--- src/verilog/atrg_pkg.sv ---
package atrg_pkg;

  // ----------------------------------------------------------------------
  // Register map
  // ----------------------------------------------------------------------
  localparam logic [7:0] ADDR_CONV    = 8'h0D;
  localparam logic [7:0] ADDR_TUNE    = 8'h0E;
  localparam logic [7:0] ADDR_OVRD    = 8'h0F;
  localparam logic [7:0] ADDR_IRQ_ST  = 8'h20;
  localparam logic [7:0] ADDR_IRQ_MSK = 8'h21;

  // ----------------------------------------------------------------------
  // Fields
  // ----------------------------------------------------------------------
  localparam int TUNE_CODE_HI = 7;
  localparam int TUNE_CODE_LO = 4;
  localparam int TUNE_ERR_BIT = 3;
  localparam int OVRD_SEL_BIT = 7;
  localparam int OVRD_CODE_HI = 6;
  localparam int OVRD_CODE_LO = 3;

  // Interrupt status bits
  localparam int IRQ_CONV_BIT = 0;
  localparam int IRQ_TUNE_BIT = 1;
  localparam int IRQ_ERR_BIT  = 2;

  // ----------------------------------------------------------------------
  // Reset values
  // ----------------------------------------------------------------------
  localparam logic [7:0] RST_CONV = 8'h00;
  localparam logic [7:0] RST_TUNE = 8'h00;
  localparam logic [7:0] RST_OVRD = 8'h00;
  localparam logic [2:0] RST_IRQ  = 3'h0;
  localparam logic [3:0] RST_CODE = 4'h0;

endpackage : atrg_pkg

--- src/verilog/atrg_regs.sv ---
// How it works
// - Latest 8-bit conversion result readable at 0D, bit 7 is MSB.
// - Conversion result clears at power-up and on restore-defaults.
// - Tuning completion stores 4-bit result in bits 7..4 at 0E.
// - Bit 3 at 0E flags a failed tuning sequence.
// - Whole tuning result register clears at power-up and restore-defaults.
// - Override bit 7 zero makes switches follow stored tuning result.
// - Override bit 7 one drives switches from override bits 6..3.
// - Each one bit turns on its transistor on both pin groups.
// - Selector picks switch source; override register resets to zero.
module atrg_regs
  import atrg_pkg::*;
(
  input  wire logic       i_clk_sys,
  input  wire logic       i_rstn,
  input  wire logic       i_restore,
  input  wire logic       i_conv_done,
  input  wire logic [7:0] i_conv_data,
  input  wire logic       i_tune_done,
  input  wire logic [3:0] i_tune_code,
  input  wire logic       i_tune_fail,
  input  wire logic [7:0] i_addr,
  input  wire logic [7:0] i_wdata,
  input  wire logic       i_wr,
  input  wire logic       i_rd,
  output logic      [7:0] o_rdata,
  output logic      [3:0] o_tune_pin_group_one,
  output logic      [3:0] o_tune_pin_group_two,
  output logic            o_irq
);

  logic       rstn;
  logic [7:0] conv_q;
  logic [3:0] tune_code_q;
  logic       tune_err_q;
  logic       ovrd_sel_q;
  logic [3:0] ovrd_code_q;
  logic [2:0] irq_st_q;
  logic [2:0] irq_msk_q;
  logic [2:0] irq_ev;
  logic [3:0] sel_code;
  logic [7:0] rdata_d;

  atrg_sync u_sync (
    .i_clk  (i_clk_sys),
    .i_rstn (i_rstn),
    .o_rstn (rstn)
  );

  // ----------------------------------------------------------------------
  // Conversion result
  // ----------------------------------------------------------------------
  always_ff @(posedge i_clk_sys or negedge rstn) begin
    if (!rstn) begin
      conv_q <= RST_CONV;
    end else if (i_restore) begin
      conv_q <= RST_CONV;
    end else if (i_conv_done) begin
      conv_q <= i_conv_data;
    end
  end

  // ----------------------------------------------------------------------
  // Tuning result
  // ----------------------------------------------------------------------
  always_ff @(posedge i_clk_sys or negedge rstn) begin
    if (!rstn) begin
      tune_code_q <= RST_CODE;
      tune_err_q  <= 1'b0;
    end else if (i_restore) begin
      tune_code_q <= RST_CODE;
      tune_err_q  <= 1'b0;
    end else if (i_tune_done) begin
      tune_code_q <= i_tune_code;
      tune_err_q  <= i_tune_fail;
    end
  end

  // ----------------------------------------------------------------------
  // Override register
  // ----------------------------------------------------------------------
  // Low bits are not stored at all, so writes there vanish
  always_ff @(posedge i_clk_sys or negedge rstn) begin
    if (!rstn) begin
      ovrd_sel_q  <= RST_OVRD[OVRD_SEL_BIT];
      ovrd_code_q <= RST_OVRD[OVRD_CODE_HI:OVRD_CODE_LO];
    end else if (i_restore) begin
      ovrd_sel_q  <= RST_OVRD[OVRD_SEL_BIT];
      ovrd_code_q <= RST_OVRD[OVRD_CODE_HI:OVRD_CODE_LO];
    end else if (i_wr && i_addr == ADDR_OVRD) begin
      ovrd_sel_q  <= i_wdata[OVRD_SEL_BIT];
      ovrd_code_q <= i_wdata[OVRD_CODE_HI:OVRD_CODE_LO];
    end
  end

  // ----------------------------------------------------------------------
  // Switch drive
  // ----------------------------------------------------------------------
  always_comb begin
    if (ovrd_sel_q) begin
      sel_code = ovrd_code_q;
    end else begin
      sel_code = tune_code_q;
    end
  end

  // Registered so the pins never glitch on a select change
  always_ff @(posedge i_clk_sys or negedge rstn) begin
    if (!rstn) begin
      o_tune_pin_group_one <= RST_CODE;
      o_tune_pin_group_two <= RST_CODE;
    end else begin
      o_tune_pin_group_one <= sel_code;
      o_tune_pin_group_two <= sel_code;
    end
  end

  // ----------------------------------------------------------------------
  // Interrupts
  // ----------------------------------------------------------------------
  assign irq_ev = {i_tune_done & i_tune_fail, i_tune_done, i_conv_done};

  // New event beats a same-cycle write-one clear
  always_ff @(posedge i_clk_sys or negedge rstn) begin
    if (!rstn) begin
      irq_st_q <= RST_IRQ;
    end else if (i_restore) begin
      irq_st_q <= RST_IRQ;
    end else if (i_wr && i_addr == ADDR_IRQ_ST) begin
      irq_st_q <= (irq_st_q & ~i_wdata[2:0]) | irq_ev;
    end else begin
      irq_st_q <= irq_st_q | irq_ev;
    end
  end

  always_ff @(posedge i_clk_sys or negedge rstn) begin
    if (!rstn) begin
      irq_msk_q <= RST_IRQ;
    end else if (i_restore) begin
      irq_msk_q <= RST_IRQ;
    end else if (i_wr && i_addr == ADDR_IRQ_MSK) begin
      irq_msk_q <= i_wdata[2:0];
    end
  end

  always_ff @(posedge i_clk_sys or negedge rstn) begin
    if (!rstn) begin
      o_irq <= 1'b0;
    end else begin
      o_irq <= |(irq_st_q & irq_msk_q);
    end
  end

  // ----------------------------------------------------------------------
  // Read port
  // ----------------------------------------------------------------------
  always_comb begin
    rdata_d = 8'h00;
    unique case (i_addr)
      ADDR_CONV: begin
        rdata_d = conv_q;
      end
      ADDR_TUNE: begin
        rdata_d = {tune_code_q, tune_err_q, 3'h0};
      end
      ADDR_OVRD: begin
        rdata_d = {ovrd_sel_q, ovrd_code_q, 3'h0};
      end
      ADDR_IRQ_ST: begin
        rdata_d = {5'h00, irq_st_q};
      end
      ADDR_IRQ_MSK: begin
        rdata_d = {5'h00, irq_msk_q};
      end
      default: begin
        rdata_d = 8'h00;
      end
    endcase
  end

  // Data valid only in the cycle after the strobe
  always_ff @(posedge i_clk_sys or negedge rstn) begin
    if (!rstn) begin
      o_rdata <= 8'h00;
    end else if (i_rd) begin
      o_rdata <= rdata_d;
    end else begin
      o_rdata <= 8'h00;
    end
  end

  // ----------------------------------------------------------------------
  // Assertions
  // ----------------------------------------------------------------------
  a_conv_capture: assert property (
    @(posedge i_clk_sys) disable iff (!rstn)
    i_conv_done && !i_restore |=> conv_q == $past(i_conv_data))
    else $error("conversion result not captured");

  // Bus writes to 0D must never reach the stored result
  a_conv_hold: assert property (
    @(posedge i_clk_sys) disable iff (!rstn)
    !i_conv_done && !i_restore |=> $stable(conv_q))
    else $error("conversion result changed without an event");

  a_conv_restore: assert property (
    @(posedge i_clk_sys) disable iff (!rstn)
    i_restore |=> conv_q == RST_CONV)
    else $error("conversion result not cleared");

  a_tune_capture: assert property (
    @(posedge i_clk_sys) disable iff (!rstn)
    i_tune_done && !i_restore |=> tune_code_q == $past(i_tune_code))
    else $error("tuning code not stored");

  a_tune_hold: assert property (
    @(posedge i_clk_sys) disable iff (!rstn)
    !i_tune_done && !i_restore
    |=> $stable(tune_code_q) && $stable(tune_err_q))
    else $error("tuning register changed without an event");

  a_tune_errflag: assert property (
    @(posedge i_clk_sys) disable iff (!rstn)
    i_tune_done && i_tune_fail && !i_restore |=> tune_err_q)
    else $error("tuning error flag not set");

  // Flag follows each completion, so a good run drops an old error
  a_tune_errclear: assert property (
    @(posedge i_clk_sys) disable iff (!rstn)
    i_tune_done && !i_tune_fail && !i_restore |=> !tune_err_q)
    else $error("tuning error flag not cleared");

  a_tune_restore: assert property (
    @(posedge i_clk_sys) disable iff (!rstn)
    i_restore |=> tune_code_q == RST_CODE && !tune_err_q)
    else $error("tuning register not cleared");

  a_ovrd_write: assert property (
    @(posedge i_clk_sys) disable iff (!rstn)
    i_wr && i_addr == ADDR_OVRD && !i_restore
    |=> {ovrd_sel_q, ovrd_code_q, 3'h0} == ($past(i_wdata) & 8'hF8))
    else $error("override write not stored");

  a_ovrd_hold: assert property (
    @(posedge i_clk_sys) disable iff (!rstn)
    !(i_wr && i_addr == ADDR_OVRD) && !i_restore
    |=> $stable(ovrd_sel_q) && $stable(ovrd_code_q))
    else $error("override changed without a write");

  a_pins_auto: assert property (
    @(posedge i_clk_sys) disable iff (!rstn)
    !ovrd_sel_q |=> o_tune_pin_group_one == $past(tune_code_q))
    else $error("pins do not follow tuning result");

  a_pins_manual: assert property (
    @(posedge i_clk_sys) disable iff (!rstn)
    ovrd_sel_q |=> o_tune_pin_group_one == $past(ovrd_code_q))
    else $error("pins do not follow override code");

  a_pins_both: assert property (
    @(posedge i_clk_sys) disable iff (!rstn)
    o_tune_pin_group_one == o_tune_pin_group_two)
    else $error("pin groups differ");

  a_ovrd_restore: assert property (
    @(posedge i_clk_sys) disable iff (!rstn)
    i_restore |=> !ovrd_sel_q ##1 o_tune_pin_group_one == RST_CODE)
    else $error("override not cleared");

  a_low_bits_zero: assert property (
    @(posedge i_clk_sys) disable iff (!rstn)
    i_rd && (i_addr == ADDR_TUNE || i_addr == ADDR_OVRD)
    |=> o_rdata[2:0] == 3'h0)
    else $error("unused bits read nonzero");

  a_rdata_idle: assert property (
    @(posedge i_clk_sys) disable iff (!rstn)
    !i_rd |=> o_rdata == 8'h00)
    else $error("read data outside the read cycle");

  // ----------------------------------------------------------------------
  // Interrupt assertions
  // ----------------------------------------------------------------------
  // Set must win even when a clear lands in the same cycle
  a_irq_sticky: assert property (
    @(posedge i_clk_sys) disable iff (!rstn)
    !i_restore |=> (irq_st_q & $past(irq_ev)) == $past(irq_ev))
    else $error("event did not set its status bit");

  a_irq_hold: assert property (
    @(posedge i_clk_sys) disable iff (!rstn)
    !i_restore && !(i_wr && i_addr == ADDR_IRQ_ST)
    |=> (irq_st_q & $past(irq_st_q)) == $past(irq_st_q))
    else $error("status bit dropped without a clear");

  a_irq_w1c: assert property (
    @(posedge i_clk_sys) disable iff (!rstn)
    i_wr && i_addr == ADDR_IRQ_ST && !i_restore && irq_ev == 3'h0
    |=> ({5'h00, irq_st_q} & $past(i_wdata)) == 8'h00)
    else $error("write of one did not clear status");

  a_irq_restore: assert property (
    @(posedge i_clk_sys) disable iff (!rstn)
    i_restore |=> irq_st_q == RST_IRQ && irq_msk_q == RST_IRQ)
    else $error("interrupt registers not cleared");

  a_irq_raise: assert property (
    @(posedge i_clk_sys) disable iff (!rstn)
    |(irq_st_q & irq_msk_q) |=> o_irq)
    else $error("interrupt not raised");

  a_irq_drop: assert property (
    @(posedge i_clk_sys) disable iff (!rstn)
    !(|(irq_st_q & irq_msk_q)) |=> !o_irq)
    else $error("interrupt not dropped");

  c_tune_fail: cover property (@(posedge i_clk_sys) disable iff (!rstn)
    i_tune_done && i_tune_fail);
  c_manual_mode: cover property (@(posedge i_clk_sys) disable iff (!rstn)
    $rose(ovrd_sel_q));
  c_irq_raise: cover property (@(posedge i_clk_sys) disable iff (!rstn)
    $rose(o_irq));
  c_restore_run: cover property (@(posedge i_clk_sys) disable iff (!rstn)
    i_restore && ovrd_sel_q);
  c_ovrd_write: cover property (@(posedge i_clk_sys) disable iff (!rstn)
    i_wr && i_addr == ADDR_OVRD);

endmodule : atrg_regs

--- src/verilog/atrg_sync.sv ---
module atrg_sync (
  input  wire logic i_clk,
  input  wire logic i_rstn,
  output logic      o_rstn
);
  logic       meta_q;
  logic       sync_q;

  // ----------------------------------------------------------------------
  // Reset release
  // ----------------------------------------------------------------------
  // Asserts at once, releases two edges late
  always_ff @(posedge i_clk or negedge i_rstn) begin
    if (!i_rstn) begin
      meta_q <= 1'b0;
      sync_q <= 1'b0;
    end else begin
      meta_q <= 1'b1;
      sync_q <= meta_q;
    end
  end

  assign o_rstn = sync_q;

endmodule : atrg_sync
--- config.mk ---
export PLATFORM = sky130hd
export DESIGN_NAME = atrg_regs
export DESIGN_NICKNAME = d
export VERILOG_FILES = /design/src/verilog/atrg_pkg.sv /design/src/verilog/atrg_regs.sv /design/src/verilog/atrg_sync.sv
export SDC_FILE = /design/constraint.sdc
export NUM_CORES = 1
export LEC_CHECK = 0
export ABC_AREA = 1
export BUFFER_PORTS_ARGS = -buffer_cell sky130_fd_sc_hd__buf_2
export CAP_MARGIN = 20
export CORE_AREA = 2 2 72 74
export CTS_CLUSTER_SIZE = 8
export DETAILED_ROUTE_END_ITERATION = 16
export DIE_AREA = 0 0 74 76
export GPL_TIMING_DRIVEN = 0
export PLACE_DENSITY = 0.65
export SLEW_MARGIN = 15
export SYNTH_ARGS = -nofsm -noshare
export SYNTH_HDL_FRONTEND = slang
export SYNTH_SLANG_ARGS = --single-unit
--- constraint.sdc ---
create_clock -name i_clk_sys -period 1.15 [get_ports i_clk_sys]
set_input_delay 0.2875 -clock i_clk_sys [delete_from_list [all_inputs] [get_ports i_clk_sys]]
set_output_delay 0.2875 -clock i_clk_sys [all_outputs]
set_load 0.01 [all_outputs]
==> summary.md <==
| Metric | Value |
|---|---|
| Worst Reg-to-Reg Cells | `5` |
| Final Cycle Share | `0.956` |
| CTS tree | `built` |
| CP arrival | `810 ps` |
| Sequential fraction of the synthesis area | `0.516` |
| Placed cells | `346` |
| RSZ-0062 raised after global routing | `true` |
| Syn Inst Count | `around 230` |
| Root buffer cell | `clkbuf_8` |
| Post-route DRC | `0` |
| Total number of vias | `between 1,500 and 2,000` |
| Count leader, synth | `nand2_1` |
| Row cnt | `26` |
| Synth top cells by count | `nand2_1, dfrtp_1, inv_1` |
| Initial antenna violation count | `0` |
| Drt via density | `4.40` |
| Clock Sink Count | `39` |
| Vias in the first global route | `approximately 1,500` |
| Fin. Hold Viols | `0` |
| Non-filler cells in the finished layout | `around 350` |
| Crit. End Element | `output pin` |
| Synth top area share | `0.516` |
| Family with the most delay on the worst path | `flip-flops` |
| # port buffers | `51` |
| Min-Delay Path Depth | `2` |
| # Post-CTS Setup Buffers | `0` |
| Worst-path clk slew | `around 70 ps` |
| Synth area leaders | `dfrtp_1, nand2_1, nand3_1, inv_1, o21ai_0` |
| Max-slew violation count | `0` |
| Fin nets | `316` |
| Final Power | `2.88 mW` |
| Crit path max-delay cell type | `dfrtp_1` |
| Slew HR | `0.486` |
| Leading area contributor after synthesis | `dfrtp_1` |
| ANT cells | `0` |
| Post-DRT Antenna Nets | `0` |
| Worst vdd ir | `0.534 mV` |
| DR WL/cell | `11.0 microns` |
| Max-cap violations | `0` |
| Io pins | `53` |
| Chip Width | `about 74 microns` |
| Core area | `approximately 0.0049 sq mm` |
| Number of iterations in the first detailed-routing pass | `4` |
| Ys flop type | `dfrtp_1` |
| Avg Cell Area, Syn | `roughly 8.4 sq um` |
| Die area | `approximately 0.0056 sq mm` |
| Layout cells sized above 1 | `0.327` |
| Die H | `between 70 and 80 microns` |
| Critical-path maximum fanout | `2` |
| Worst path max stage delay | `around 390 ps` |
| Syn_nets | `about 260` |
| RD Place Congestion | `around 0.81` |
| Mapped cell area | `~0.0019 sq mm` |
| Critical path cell sequence | `buf_2` |
| Buf/Inv on CP | `1` |
| Clock buffer depth | `2` |
| Netlist cell types | `27` |
| Startpoint Class | `flop` |
| Synthesis-stage register bit count | `39` |
| Post-synth EDFFs | `0` |
| Final setup skew | `9.74 ps` |
| Area grow syn2layout | `24.7%` |
| Largest net degree at the start of global routing | `38` |
| Yosys warning total | `0` |
| Detailed Route Iter0 Violations | `a little under 90` |
| Fin util | `0.480` |
| Tot GR Track Use | `0.154` |
| Final setup viols | `0` |
| Tmin final | `1100 ps` |
| Slew @ Worst Pin | `771 ps` |
| Leak pwr | `~1.3 nW` |
| Fmax | `910 MHz` |
| Asr flop ratio synth | `1.00` |
| Setup Crit Path Kind | `reg2out` |
| GRT overflow | `0` |
| Fillcell total | `~480` |
| Critical Path RT | `approximately 860 ps` |
| Post-DP HPWL | `between 2 and 3 mm` |
| Post-Route WL | `about 3.9 mm` |
| Critical path depth | `1` |
| Worst min path class | `in2reg` |
| Status | `completed` |
| H-Tree Level Count | `2` |
| Initial Utilization | `0.385` |
| First-pass GRT wire length | `approximately 6.7 mm` |
| Clk_lat worst skew | `between 200 and 300 ps` |
| TritonCTS buffer count | `5` |
| Pwr per Cell Area | `around 1200 mW/mm^2` |
==> power by group <==
| group | total, mW | switching, mW | internal, mW |
|---|---|---|---|
| Sequential | 1.47 | 0.0493 | 1.42 |
| Clock | 1.18 | 0.474 | 0.702 |
| Combinational | 0.239 | 0.136 | 0.104 |
==> cells in the final DEF (no fill, tap or decap), drive strengths merged <==
| master | Yosys | layout |
|---|---|---|
| buf | 8 | 55 |
| o21ai | 27 | 27 |
| nand2 | 50 | 50 |
| dlygate4sd3 | 0 | 1 |
| nand3 | 34 | 34 |
| clkinv | 1 | 2 |
| bufinv | 0 | 1 |
| dfrtp | 39 | 39 |
| or2 | 2 | 2 |
| clkbuf | 1 | 7 |
| conb | 1 | 1 |
| o22ai | 2 | 2 |
| inv | 38 | 38 |
| a21oi | 1 | 1 |
| nor2 | 21 | 21 |
==> routing by layer <==
layer / wire, microns / vias to the layer above / part of all wire / GRT usage
met5: 0 / - / 0 / 0
met4: 85 / 0 / 0.022 / 0.0764
met3: 196 / 8 / 0.051 / 0.0397
met2: 1790 / 48 / 0.46 / 0.222
met1: 1790 / 678 / 0.46 / 0.214
li1: - / 809 / - / -
==> final cells by class <==
class	instances	area, sq um	area share
inverter	39	154	0.0652
buffer	5	21.3	0.00901
timing repair buffer	52	290	0.123
clock inverter	2	35.0	0.0148
tap	70	87.6	0.0371
clock buffer	6	82.6	0.0350
sequential	39	977	0.414
multi-input combinational	138	712	0.302
==> metrics by stage <==
| step | setup TNS [ps] | cell area [sq um] | hold WS [ps] | worst slack, ps |
|---|---|---|---|---|
| after global placement | -1410 | 2240 | 73.3 | -104 |
| after CTS | 0 | 2360 | 195 | 32.1 |
| after floorplan | 0 | 1890 | -8.09 | 124 |
| after detailed placement | -1700 | 2240 | 76.3 | -109 |
| final | 0 | 2360 | 201 | 50.7 |
| after global routing | -4.90 | 2360 | 206 | -4.90 |
==> kinds of logic after synthesis <==
group,synth area share
AND/OR/NAND/NOR,0.282
buffers and inverters,0.108
flip-flops,0.516
AO/OA/AOI/OAI,0.0925
other,0.00198
==> final timing paths <==
| path | start | to | slack, ps |
|---|---|---|---|
| worst max-delay path | o_tune_pin_group_two[3]$_DFF_PN0_ | o_tune_pin_group_one[3] | 50 |
| worst min-delay path | i_restore | irq_st_q[0]$_DFF_PN0_ | 200 |
| worst max register to register | ovrd_sel_q$_DFFE_PN0P_ | o_rdata[7]$_DFF_PN0_ | 260 |
| worst min register to register | u_sync.o_rstn$_DFF_PN0_ | ovrd_code_q[1]$_DFFE_PN0P_ | 350 |
| max in group asynchronous | u_sync.o_rstn$_DFF_PN0_ | irq_msk_q[0]$_DFFE_PN0P_ | 300 |
| min in group asynchronous | i_rstn | u_sync.o_rstn$_DFF_PN0_ | 300 |
==> timing repair <==
action | in CTS | in global routing
resized for setup | 4 | 0
endpoints found under the hold margin | 2 | 0
hold buffers | 1 | 0
setup endpoints to repair | 4 | 1
==> flip-flops by register name, indices dropped and copies added, names as in the netlist <==
name,cells
o_tune_pin_group_two,4
tune_err_q,1
irq_msk_q,3
irq_st_q,3
ovrd_code_q,4
tune_code_q,4
u_sync.meta_q,1
o_rdata,8
ovrd_sel_q,1
u_sync.o_rstn,1
o_irq,1
conv_q,8
(Power assumes the default switching activity.)
